<file path="config.mk">
export PLATFORM = sky130hd
export DESIGN_NAME = twu_top
export DESIGN_NICKNAME = d
export VERILOG_FILES = /design/src/rtl/twu_pkg.sv /design/src/rtl/twu_top.sv /design/src/rtl/twu_pin_sync.sv
export SDC_FILE = /design/constraint.sdc
export NUM_CORES = 1
export LEC_CHECK = 0
export BUFFER_PORTS_ARGS = -buffer_cell sky130_fd_sc_hd__buf_2
export CORE_UTILIZATION = 50
export DETAILED_ROUTE_END_ITERATION = 16
export PLACE_DENSITY_LB_ADDON = 0.1
export SLEW_MARGIN = 20
export SYNTH_ARGS = -nofsm -noshare
export SYNTH_HDL_FRONTEND = slang
export SYNTH_SLANG_ARGS = --single-unit
</file>
<file path="constraint.sdc">
create_clock -name sys_clk -period 3.2 [get_ports sys_clk]
set_input_delay 0 -clock sys_clk [delete_from_list [all_inputs] [get_ports sys_clk]]
set_output_delay 0 -clock sys_clk [all_outputs]
set_load 0.05 [all_outputs]
</file>
<file path="src/rtl/twu_pkg.sv">
// Shared constants for the timer watchdog unit
package twu_pkg;
	// Register word indices; the byte address is four times the index
	localparam logic [9:0] TWU_IDX_HIGH    = 10'h0F8;
	localparam logic [9:0] TWU_IDX_LOW     = 10'h0F9;
	localparam logic [9:0] TWU_IDX_PRESC   = 10'h0FA;
	localparam logic [9:0] TWU_IDX_CTRL    = 10'h0FB;
	localparam logic [9:0] TWU_IDX_WAITCR  = 10'h0FC;
	localparam logic [9:0] TWU_IDX_EXTVEC  = 10'h0FD;
	localparam logic [9:0] TWU_IDX_STATUS  = 10'h0FE;
	localparam logic [9:0] TWU_IDX_COUNT_H = 10'h0FF;
	localparam logic [9:0] TWU_IDX_COUNT_L = 10'h100;
	// Reset values
	localparam logic [7:0] TWU_RST_LOAD    = 8'h00FF;
	localparam logic [7:0] TWU_RST_PRESC   = 8'h00FF;
	localparam logic [7:0] TWU_RST_ZERO    = 8'h0000;
	// Control register fields
	localparam int TWU_CTL_RUN    = 0;
	localparam int TWU_CTL_INLO   = 1;
	localparam int TWU_CTL_INHI   = 2;
	localparam int TWU_CTL_OUTPUT_ENABLE_BIT  = 3;
	localparam int TWU_CTL_OUTPUT_MODE_SELECT  = 4;
	localparam int TWU_CTL_PWMLVL = 5;
	localparam int TWU_CTL_EXTCLK = 6;
	// Shared wait control and vector fields
	localparam int TWU_WCR_WDOG   = 6;
	localparam int TWU_EIV_TOPSEL = 2;
	localparam int TWU_EIV_A0SEL  = 1;
	// Status fields
	localparam int TWU_ST_EOC     = 0;
	localparam int TWU_ST_RUNNING = 1;
	localparam int TWU_ST_OUT     = 2;
	// Watchdog service sequence written to the low byte
	localparam logic [7:0] TWU_WDOG_KEY1 = 8'h00AA;
	localparam logic [7:0] TWU_WDOG_KEY2 = 8'h0055;
	// Fixed internal divider before the programmable prescaler
	localparam int TWU_FIX_DIV = 4;
	localparam logic [1:0] TWU_FIX_LAST = 2'(TWU_FIX_DIV - 1);
	// Input modes
	typedef enum logic [1:0] {
		TWU_IN_FREE,
		TWU_IN_GATED,
		TWU_IN_TRIG,
		TWU_IN_RETRIG
	} twu_inmode_type;
endpackage : twu_pkg

</file>
<file path="src/rtl/twu_top.sv">
// Timer watchdog unit with classic Wishbone register slave
`timescale 1ns/10ps
`default_nettype none
module twu_top
	import twu_pkg::*;
(
	input  wire logic        sys_clk,       // System clock, 100 MHz
	input  wire logic        rst,           // Async reset, active high
	input  wire logic        wb_cyc_i,      // Wishbone cycle
	input  wire logic        wb_stb_i,      // Wishbone strobe
	input  wire logic        wb_we_i,       // Wishbone write enable
	input  wire logic [11:0] wb_adr_i,      // Wishbone byte address
	input  wire logic [3:0]  wb_sel_i,      // Wishbone byte selects
	input  wire logic [31:0] wb_dat_i,      // Wishbone write data
	output logic      [31:0] wb_dat_o,      // Wishbone read data
	output logic             wb_ack_o,      // Wishbone acknowledge
	output logic             wb_err_o,      // Wishbone error, unmapped
	input  wire logic        timer_in_pin,  // External timer input
	output logic             timer_output_pin, // Timer output pin
	output logic             timer_irq,     // End-of-count request pulse
	output logic             top_level_sel, // Top level interrupt select
	output logic             a0_chan_sel,   // Interrupt A0 channel select
	output logic             wdog_reset     // System reset request pulse
);
	logic [7:0]     counter_load_high_byte_reg;
	logic [7:0]     counter_load_low_byte_reg;
	logic [7:0]     prescale_divider_reg;
	logic [7:0]     timer_control_register_reg;
	logic [7:0]     shared_wait_control_register_reg;
	logic [7:0]     external_vector_register_reg;
	logic [15:0]    count_reg;
	logic [1:0]     fix_div_reg;
	logic [7:0]     presc_cnt_reg;
	logic           armed_reg;
	logic           running_reg;
	logic           eoc_flag_reg;
	logic           out_reg;
	logic           key_seen_reg;
	logic           wb_ack_reg;
	logic [31:0]    rd_data_reg;
	logic           in_level;
	logic           in_fall;
	logic           run_control_bit;
	logic           output_enable_bit;
	logic           output_mode_select;
	logic           pwm_output_level;
	logic           wdog_en;
	twu_inmode_type in_mode;
	logic           req;
	logic           wr_go;
	logic           hit;
	logic [9:0]     word_idx;
	logic           count_en;
	logic           presc_tick;
	logic           tick;
	logic           eoc;
	logic           reload_now;
	logic           low_wr;
	logic           eoc_clr;
	logic           wdog_serv;

	twu_pin_sync u_sync (
		.sys_clk (sys_clk),
		.rst     (rst),
		.pin_in  (timer_in_pin),
		.level   (in_level),
		.fall    (in_fall)
	);

	// Control field decode
	// mode from control
	assign in_mode            = twu_inmode_type'(timer_control_register_reg[TWU_CTL_INHI:TWU_CTL_INLO]);
	assign run_control_bit    = timer_control_register_reg[TWU_CTL_RUN];
	assign output_enable_bit  = timer_control_register_reg[TWU_CTL_OUTPUT_ENABLE_BIT];
	assign output_mode_select = timer_control_register_reg[TWU_CTL_OUTPUT_MODE_SELECT];
	assign pwm_output_level   = timer_control_register_reg[TWU_CTL_PWMLVL];
	assign wdog_en            = shared_wait_control_register_reg[TWU_WCR_WDOG];
	assign top_level_sel      = external_vector_register_reg[TWU_EIV_TOPSEL];
	assign a0_chan_sel        = external_vector_register_reg[TWU_EIV_A0SEL];

	// Bus decode: word index is the printed offset
	assign req      = wb_cyc_i && wb_stb_i && !wb_ack_reg && !wb_err_o;
	assign word_idx = wb_adr_i[11:2];
	assign hit      = (word_idx >= TWU_IDX_HIGH) && (word_idx <= TWU_IDX_COUNT_L);
	assign wr_go    = req && wb_we_i && wb_sel_i[0] && hit;
	assign low_wr   = wr_go && (word_idx == TWU_IDX_LOW);
	assign eoc_clr  = wr_go && (word_idx == TWU_IDX_STATUS) && wb_dat_i[TWU_ST_EOC];

	// One-cycle answer; ack and err drop in the following cycle
	always_ff @(posedge sys_clk or posedge rst) begin
		if (rst) begin
			wb_ack_reg <= 1'b0;
			wb_err_o   <= 1'b0;
		end else begin
			wb_ack_reg <= req && hit;
			wb_err_o   <= req && !hit;
		end
	end
	assign wb_ack_o = wb_ack_reg;
	assign wb_dat_o = rd_data_reg;

	// Read mux sampled on the request
	always_ff @(posedge sys_clk or posedge rst) begin
		if (rst) begin
			rd_data_reg <= 32'h0000_0000;
		end else if (req) begin
			unique case (word_idx)
				TWU_IDX_HIGH:    rd_data_reg <= {24'h00_0000, counter_load_high_byte_reg};
				TWU_IDX_LOW:     rd_data_reg <= {24'h00_0000, counter_load_low_byte_reg};
				TWU_IDX_PRESC:   rd_data_reg <= {24'h00_0000, prescale_divider_reg};
				TWU_IDX_CTRL:    rd_data_reg <= {24'h00_0000, timer_control_register_reg};
				TWU_IDX_WAITCR:  rd_data_reg <= {24'h00_0000, shared_wait_control_register_reg};
				TWU_IDX_EXTVEC:  rd_data_reg <= {24'h00_0000, external_vector_register_reg};
				TWU_IDX_STATUS:  rd_data_reg <= {29'h0000_0000, out_reg, running_reg, eoc_flag_reg};
				TWU_IDX_COUNT_H: rd_data_reg <= {24'h00_0000, count_reg[15:8]};
				TWU_IDX_COUNT_L: rd_data_reg <= {24'h00_0000, count_reg[7:0]};
				default:         rd_data_reg <= 32'h0000_0000;
			endcase
		end
	end

	// Load and prescaler registers, writable while counting
	// on-the-fly load
	always_ff @(posedge sys_clk or posedge rst) begin
		if (rst) begin
			counter_load_high_byte_reg <= TWU_RST_LOAD;
			counter_load_low_byte_reg  <= TWU_RST_LOAD;
			prescale_divider_reg       <= TWU_RST_PRESC;
		end else if (wr_go) begin
			if (word_idx == TWU_IDX_HIGH) begin
				counter_load_high_byte_reg <= wb_dat_i[7:0];
			end
			if (word_idx == TWU_IDX_LOW) begin
				counter_load_low_byte_reg <= wb_dat_i[7:0];
			end
			if (word_idx == TWU_IDX_PRESC) begin
				prescale_divider_reg <= wb_dat_i[7:0];
			end
		end
	end

	// Control registers; watchdog enable is sticky until reset
	always_ff @(posedge sys_clk or posedge rst) begin
		if (rst) begin
			timer_control_register_reg       <= TWU_RST_ZERO;
			shared_wait_control_register_reg <= TWU_RST_ZERO;
			external_vector_register_reg     <= TWU_RST_ZERO;
		end else if (wr_go) begin
			if (word_idx == TWU_IDX_CTRL) begin
				timer_control_register_reg <= wb_dat_i[7:0];
			end
			if (word_idx == TWU_IDX_WAITCR) begin
				shared_wait_control_register_reg <= wb_dat_i[7:0]
					| (shared_wait_control_register_reg & (8'h0001 << TWU_WCR_WDOG));
			end
			if (word_idx == TWU_IDX_EXTVEC) begin
				external_vector_register_reg <= wb_dat_i[7:0];
			end
		end
	end

	// Triggerable arm/start tracking
	// arm then edge
	always_ff @(posedge sys_clk or posedge rst) begin
		if (rst) begin
			armed_reg   <= 1'b0;
			running_reg <= 1'b0;
		end else if (!run_control_bit) begin
			armed_reg   <= 1'b0;
			running_reg <= 1'b0;
		end else if (in_mode == TWU_IN_TRIG) begin
			armed_reg   <= 1'b1;
			running_reg <= running_reg || (armed_reg && in_fall);
		end else begin
			armed_reg   <= 1'b1;
			running_reg <= 1'b1;
		end
	end

	// Counting permission per input mode; watchdog always counts
	always_comb begin
		count_en = 1'b0;
		if (wdog_en) begin
			count_en = 1'b1;
		end else if (run_control_bit) begin
			unique case (in_mode)
				TWU_IN_GATED:  count_en = in_level;
				TWU_IN_TRIG:   count_en = running_reg;
				TWU_IN_RETRIG: count_en = 1'b1;
				TWU_IN_FREE:   count_en = 1'b1;
			endcase
		end
	end

	// Fixed divide by four of the system clock
	// clock over four
	always_ff @(posedge sys_clk or posedge rst) begin
		if (rst) begin
			fix_div_reg <= 2'b00;
		end else if (count_en) begin
			fix_div_reg <= fix_div_reg + 2'b01;
		end
	end

	// Programmable prescaler, value plus one
	// divide by N+1
	always_ff @(posedge sys_clk or posedge rst) begin
		if (rst) begin
			presc_cnt_reg <= TWU_RST_ZERO;
		end else if (count_en && fix_div_reg == TWU_FIX_LAST) begin
			if (presc_cnt_reg >= prescale_divider_reg) begin
				presc_cnt_reg <= TWU_RST_ZERO;
			end else begin
				presc_cnt_reg <= presc_cnt_reg + 8'h0001;
			end
		end
	end
	assign presc_tick = presc_cnt_reg >= prescale_divider_reg;
	assign tick       = count_en && (fix_div_reg == TWU_FIX_LAST) && presc_tick;
	assign eoc        = tick && (count_reg == 16'h0000);

	assign reload_now = (!wdog_en) && run_control_bit && (in_mode == TWU_IN_RETRIG) && in_fall;

	// Main down counter
	// decrement and reload
	always_ff @(posedge sys_clk or posedge rst) begin
		if (rst) begin
			count_reg <= 16'hFFFF;
		end else if (reload_now || eoc || wdog_serv) begin
			count_reg <= {counter_load_high_byte_reg, counter_load_low_byte_reg};
		end else if (tick) begin
			count_reg <= count_reg - 16'h0001;
		end
	end

	// End-of-count status flag; a new end of count beats the clear
	always_ff @(posedge sys_clk or posedge rst) begin
		if (rst) begin
			eoc_flag_reg <= 1'b0;
		end else if (eoc) begin
			eoc_flag_reg <= 1'b1;
		end else if (eoc_clr) begin
			eoc_flag_reg <= 1'b0;
		end
	end

	// Interrupt request pulse
	// end-of-count request
	always_ff @(posedge sys_clk or posedge rst) begin
		if (rst) begin
			timer_irq <= 1'b0;
		end else begin
			timer_irq <= eoc;
		end
	end

	// Output waveform state, updated at end of count and forced high while the output is disabled
	always_ff @(posedge sys_clk or posedge rst) begin
		if (rst) begin
			out_reg <= 1'b1;
		end else if (!output_enable_bit) begin
			out_reg <= 1'b1;
		end else if (eoc) begin
			out_reg <= output_mode_select ? pwm_output_level : !out_reg;
		end
	end

	always_ff @(posedge sys_clk or posedge rst) begin
		if (rst) begin
			timer_output_pin <= 1'b1;
		end else begin
			timer_output_pin <= output_enable_bit ? out_reg : 1'b1;
		end
	end

	// Watchdog service: first key then second key written to low byte
	always_ff @(posedge sys_clk or posedge rst) begin
		if (rst) begin
			key_seen_reg <= 1'b0;
		end else if (low_wr) begin
			key_seen_reg <= (wb_dat_i[7:0] == TWU_WDOG_KEY1);
		end
	end
	// key pair restarts count; keys also land in the low load byte
	assign wdog_serv = wdog_en && key_seen_reg && low_wr && (wb_dat_i[7:0] == TWU_WDOG_KEY2);

	// watchdog reset
	// Service reloads the counter; expiry pulses the reset request
	always_ff @(posedge sys_clk or posedge rst) begin
		if (rst) begin
			wdog_reset <= 1'b0;
		end else begin
			wdog_reset <= wdog_en && eoc;
		end
	end
endmodule // twu_top
`default_nettype wire

</file>
<file path="src/rtl/twu_pin_sync.sv">
// Three-stage input synchroniser with agreement filter
`timescale 1ns/10ps
`default_nettype none
module twu_pin_sync
	import twu_pkg::*;
(
	input  wire logic sys_clk,   // System clock
	input  wire logic rst,       // Async reset, active high
	input  wire logic pin_in,    // Raw pin
	output logic      level,     // Filtered level
	output logic      fall       // One-cycle high-to-low pulse
);
	logic s1_reg;
	logic s2_reg;
	logic s3_reg;

	// First stage feeds only the second
	always_ff @(posedge sys_clk or posedge rst) begin
		if (rst) begin
			s1_reg <= 1'b1;
			s2_reg <= 1'b1;
			s3_reg <= 1'b1;
		end else begin
			s1_reg <= pin_in;
			s2_reg <= s1_reg;
			s3_reg <= s2_reg;
		end
	end

	// Level changes only once stages two and three agree
	always_ff @(posedge sys_clk or posedge rst) begin
		if (rst) begin
			level <= 1'b1;
		end else if (s2_reg == s3_reg) begin
			level <= s3_reg;
		end
	end

	assign fall = level && (s2_reg == s3_reg) && !s3_reg;
endmodule // twu_pin_sync
`default_nettype wire

</file>
After elaboration in Yosys (flattened, before gate mapping)
Cells that the tools add are included.
{ "totals": {"output_inout_bits": 39, "wordCells": 109, "reg_bits": 120} }
{ "classes": {"magnitude_cmp": 3, "add_sub_neg": 3, "n_eq_ne": 17, "muxes": 16, "reduce_logical": 45, "bitwise": 1} }
{ "op_table": {"columns": ["operator", "count"], "rows": [
  ["$eq A10 B8 Y1 const B", 8],
  ["$pmux W8 S9", 1],
  ["$mux W16", 2],
  ["$logic_and A1 B1 Y1", 25],
  ["$logic_not A16 Y1", 1],
  ["$sub A16 B1 Y16 const B", 1],
  ["$reduce_and A2 Y1", 6],
  ["$mux W1", 11],
  ["$eq A10 B9 Y1 const B", 1],
  ["$ge A10 B8 Y1 const B", 1],
  ["$le A10 B9 Y1 const B", 1],
  ["$add A8 B1 Y8 const B", 1],
  ["$eq A8 B7 Y1 const B", 1],
  ["$eq A8 B8 Y1 const B", 1],
  ["$ge A8 B8 Y1", 1],
  ["$mux W8", 1],
  ["$or A8 B7 Y8", 1],
  ["$eq A2 B2 Y1 const B", 3],
  ["$logic_not A1 Y1", 6],
  ["$reduce_bool A2 Y1", 2],
  ["$logic_or A1 B1 Y1", 3],
  ["$pmux W1 S3", 1],
  ["$add A2 B1 Y2 const B", 1],
  ["$eq A2 B1 Y1 const B", 1],
  ["4 further kinds", 4]
]} }

Longest topological paths before layout
{ "logic_depth": {"ltp_word": 11, "mapped_depth": 9} }

Modules after synthesis
A second synthesis with hierarchy kept.
{ "hier_totals": {"hier_cells": 488, "area_unflattened_um2": 5308.8} }
{ "by_module_without_submodules": {"columns": ["mod", "cells_each", "n_inst", "area_each_um2"], "rows": [
  ["twu_top", 481, 1, 5181.2],
  ["twu_pin_sync", 7, 1, 127.6]
]} }

Worst setup path after synthesis
No wires, ideal clock.
{ "synth_path": {"kind": "register to register", "from": "reg prescale_divider_reg[0]", "to": "reg count_reg[12]", "setup_slack_ps": 703, "setup_time_ps": 85, "required_ps": 3115, "path_stages_with_launch": 9, "arrival_time_ps": 2412, "n_path_buf": 1, "cell_sequence": "dfstp_2 > ha_1 > nand2b_1 > a2111oi_0 > o211ai_1 > nand3_2 > nand3_2 > buf_4 > mux2_1"} }
{ "synth_via": {"elab_chain_len": 6, "word_cells_on_any_way": 7} }
{ "synth_lines": {"columns": ["item", "line", "source"], "rows": [
  ["from (decl)", "twu_top.sv:27", "logic [7:0] prescale_divider_reg;"],
  ["from (signal assigned)", "twu_top.sv:137", "prescale_divider_reg <= wb_dat_i[7:0];"],
  ["$ge A8 B8 Y1 (*)", "twu_top.sv:218", "assign presc_tick = presc_cnt_reg >= prescale_divider_reg;"],
  ["$logic_and A1 B1 Y1 (*)", "twu_top.sv:219", "assign tick = count_en && (fix_div_reg == TWU_FIX_LAST) && presc_tick;"],
  ["$logic_and A1 B1 Y1", "twu_top.sv:220", "assign eoc = tick && (count_reg == 16'h0000);"],
  ["$logic_or A1 B1 Y1 (2 in a row)", "twu_top.sv:229", "end else if (reload_now || eoc || wdog_serv) begin"],
  ["$mux W16 or $reduce_bool A2 Y1 (tied branches)", null, null],
  ["to (signal assigned)", "twu_top.sv:230", "count_reg <= {counter_load_high_byte_reg, counter_load_low_byte_reg};"],
  ["to (signal assigned)", "twu_top.sv:232", "count_reg <= count_reg - 16'h0001;"],
  ["to (decl)", "twu_top.sv:31", "logic [15:0] count_reg;"]
]} }
Mark *: on every way between the ends. The rest lies on a longest branch, timed or not.
A chain may end at the register's enable or synchronous reset.

Final worst setup path
Same ends and word-level chain as after synthesis.

==> impl_metrics.json <==
{
  "r2r_setup_slack_ns": 0.42,
  "avgRoutedWirePerCell_um": 19.2,
  "p_leak_nw": 2.62,
  "core_area_mm2": 0.0103,
  "vdd_ir_drop_max_mv": 0.176,
  "port_buffers": 39,
  "crit_arrival_ns": 3.08,
  "worstSetupPathType": "register to register",
  "cts_buffers": 9,
  "die_area_mm2": 0.0111,
  "vias_per_cell": 5.62,
  "ys_ff_latch": 96,
  "cts_tree": "done",
  "largest_reg_flops": 16,
  "post-route-util_pct": 56.7,
  "fin_tns_setup_ns": 0,
  "ys.flop_type": "dfrtp_1",
  "worstMarginPinSlew_ns": 0.866,
  "synthArstFlopShare_pct": 100,
  "syn_area_mm2": 0.00533,
  "setup_viol": 0,
  "fin_crit_sh_pct": 86.9,
  "maxCapViolations": 0,
  "cp-start-kind": "register",
  "syn_area_per_cell_um2": 11.6,
  "start_util_pct": 51.7,
  "antenna_found_initial": 0,
  "final_common_cell": "mux2_2",
  "synth_cell_types": 60,
  "h-tree-depth": 3,
  "antenna_cells": 0,
  "synthCells": 460,
  "layout_setup_ws_ns": 0.419,
  "drc_errors": 0,
  "hpwlAfterDp_um": 8810,
  "power.density_mw_per_mm2": 382,
  "drive_gt1_share_pct": 37.9,
  "clk_latency_ns": 0.37,
  "crit_chain": "ha_1, nand2b_1, a2111oi_0, o211ai_1, nand3_2, nand3_2, mux2_1",
  "cts.path.max_buffers": 2,
  "cpMostUsedCell": "nand3_2",
  "maxSlewHeadroom_pct": 42.3,
  "max_stage_delay_ns": 0.56,
  "synth_edf_count": 0,
  "drt_iter0_drc": 225,
  "die_w_um": 105,
  "grt_pass1_wl_um": 20100,
  "stdcell_area_mm2": 0.00585,
  "total_power_mw": 2.24,
  "finalMaxSlewViolations": 0,
  "wl_um": 12500,
  "path_buf_inv": 0,
  "overflow": 0,
  "min_path_type": "input port to register",
  "yosys_warnings": 0,
  "cts_sinks": 96,
  "grt_pass1_vias": 3576,
  "outcome": "finished, final reports clean",
  "max_freq_ghz": 0.360,
  "rsz0062_at_grt": "no",
  "yosysSeqAreaShare_pct": 46.1,
  "num_vias": 3656,
  "crit_fanout": 16,
  "dp_slack_ns": 0.409,
  "first_pass_iters": 4,
  "grt_usage_pct": 24.3,
  "fin_skew_ns": 0.00665,
  "die_height_um": 105,
  "num_rows": 37,
  "area_growth_pct": 9.74,
  "slowest_stage": "dfstp_2",
  "path_delay_family": "simple AND/OR/NAND/NOR gates",
  "gp_congestion": 0.879,
  "period_minus_slack_ns": 2.78,
  "final_cell_mix": "mux2_2, dfrtp_1, dfstp_2",
  "cts_root_buffer": "clkbuf_8",
  "cts_setup_buffers": 0,
  "pin_count": 93,
  "ant_nets": 0,
  "endpoint_kind": "register",
  "hold_viol": 0,
  "required_ns": 3.50,
  "clk_pin_slew_ns": 0.09,
  "post_dp_cell_area_mm2": 0.00560,
  "nNetsFinal": 577,
  "grt_max_degree": 71
}
-- final cells by class --
cell class / count / area [µm²]
clock buffer: 13 / 159
clock inverter: 3 / 40.0
fill: 887 / 4470
inverter: 20 / 77.6
multi-input combinational: 326 / 2610
sequential: 96 / 2460
tap: 136 / 170
timing repair buffer: 56 / 335
-- synth_stat cells (6+ instances only) --
master    count  share of area (%)
mux4_2        6                2.5
mux2i_1      12                2.3
a21oi_1       8               0.75
and3_1        8               0.94
mux2_2       58                 12
ha_1         14                3.3
mux2_4        8                2.3
xnor2_1      16                2.6
o21ai_0      23                2.2
inv_1        20                1.4
nand3_1      11                1.0
nor2b_1       8               0.94
nor3_1        8               0.75
dfstp_2      46                 23
buf_4        26                3.7
nand4_1      10                1.2
clkbuf_1     10               0.70
nor2_1       19                1.3
dfrtp_1      50                 23
nand2_1      27                1.9
-- logic make-up after synthesis --
kind of cell,share of synthesized area [%]
AOI/OAI and AO/OA,7.84
xor gates and xnor gates,2.63
adders and majority gates,3.47
buffers and inverters,6.55
DFF,46.1
muxes,19.7
other,0.0703
and+or+nand+nor,13.6
-- final timing paths --
kind | from | to | depth (start not counted)
min in group asynchronous | rst | timer_irq$_DFF_PP0_ | 3
max | prescale_divider_reg[0]$_DFFE_PP1P_ | count_reg[12]$_DFFE_PP1P_ | 7
max reg2reg | prescale_divider_reg[0]$_DFFE_PP1P_ | count_reg[12]$_DFFE_PP1P_ | 7
min | wb_dat_i[0] | eoc_flag_reg$_DFFE_PP0P_ | 4
max in group asynchronous | rst | counter_load_low_byte_reg[6]$_DFFE_PP1N_ | 4
min reg2reg | u_sync.s1_reg$_DFF_PP1_ | u_sync.s2_reg$_DFF_PP1_ | 0
-- power breakdown --
group	switching [mW]	internal [mW]	total, mW
combinational	0.141	0.0380	0.179
clock	0.428	0.403	0.831
sequential	0.00382	1.22	1.23
total	0.572	1.66	2.24
-- timing repair --
action / in CTS / in global routing
hold buffers: 4 / 1
gates resized for setup: 0 / 0
endpoints found under the hold margin: 47 / 1
-- through the flow --
stage / instances / hold WS [ns]
finish: 650 / 0.0141
global route: 650 / 0.0174
CTS: 649 / 0.000428
detailed placement: 629 / 0.108
global placement: 629 / 0.107
floorplan: 483 / 0.00448
-- worst reg2reg max path: stages, from the launching register on --
cell and delay [ns]:
dfstp_2 0.56, ha_1 0.23, nand2b_1 0.14, a2111oi_0 0.49
o211ai_1 0.22, nand3_2 0.21, nand3_2 0.40, mux2_1 0.46
-- routing by layer --
layer | global-route usage (%) | wire, µm | vias to the layer above | part of all wire [%]
met4 | 8.75 | 217 | 0 | 1.7
met2 | 38.0 | 5810 | 100 | 46
met1 | 34.8 | 5950 | 1823 | 48
met3 | 3.09 | 527 | 17 | 4.2
met5 | 0 | 0 | - | 0
li1 | - | - | 1716 | -
Note: power is estimated with default switching activity, not from simulation.
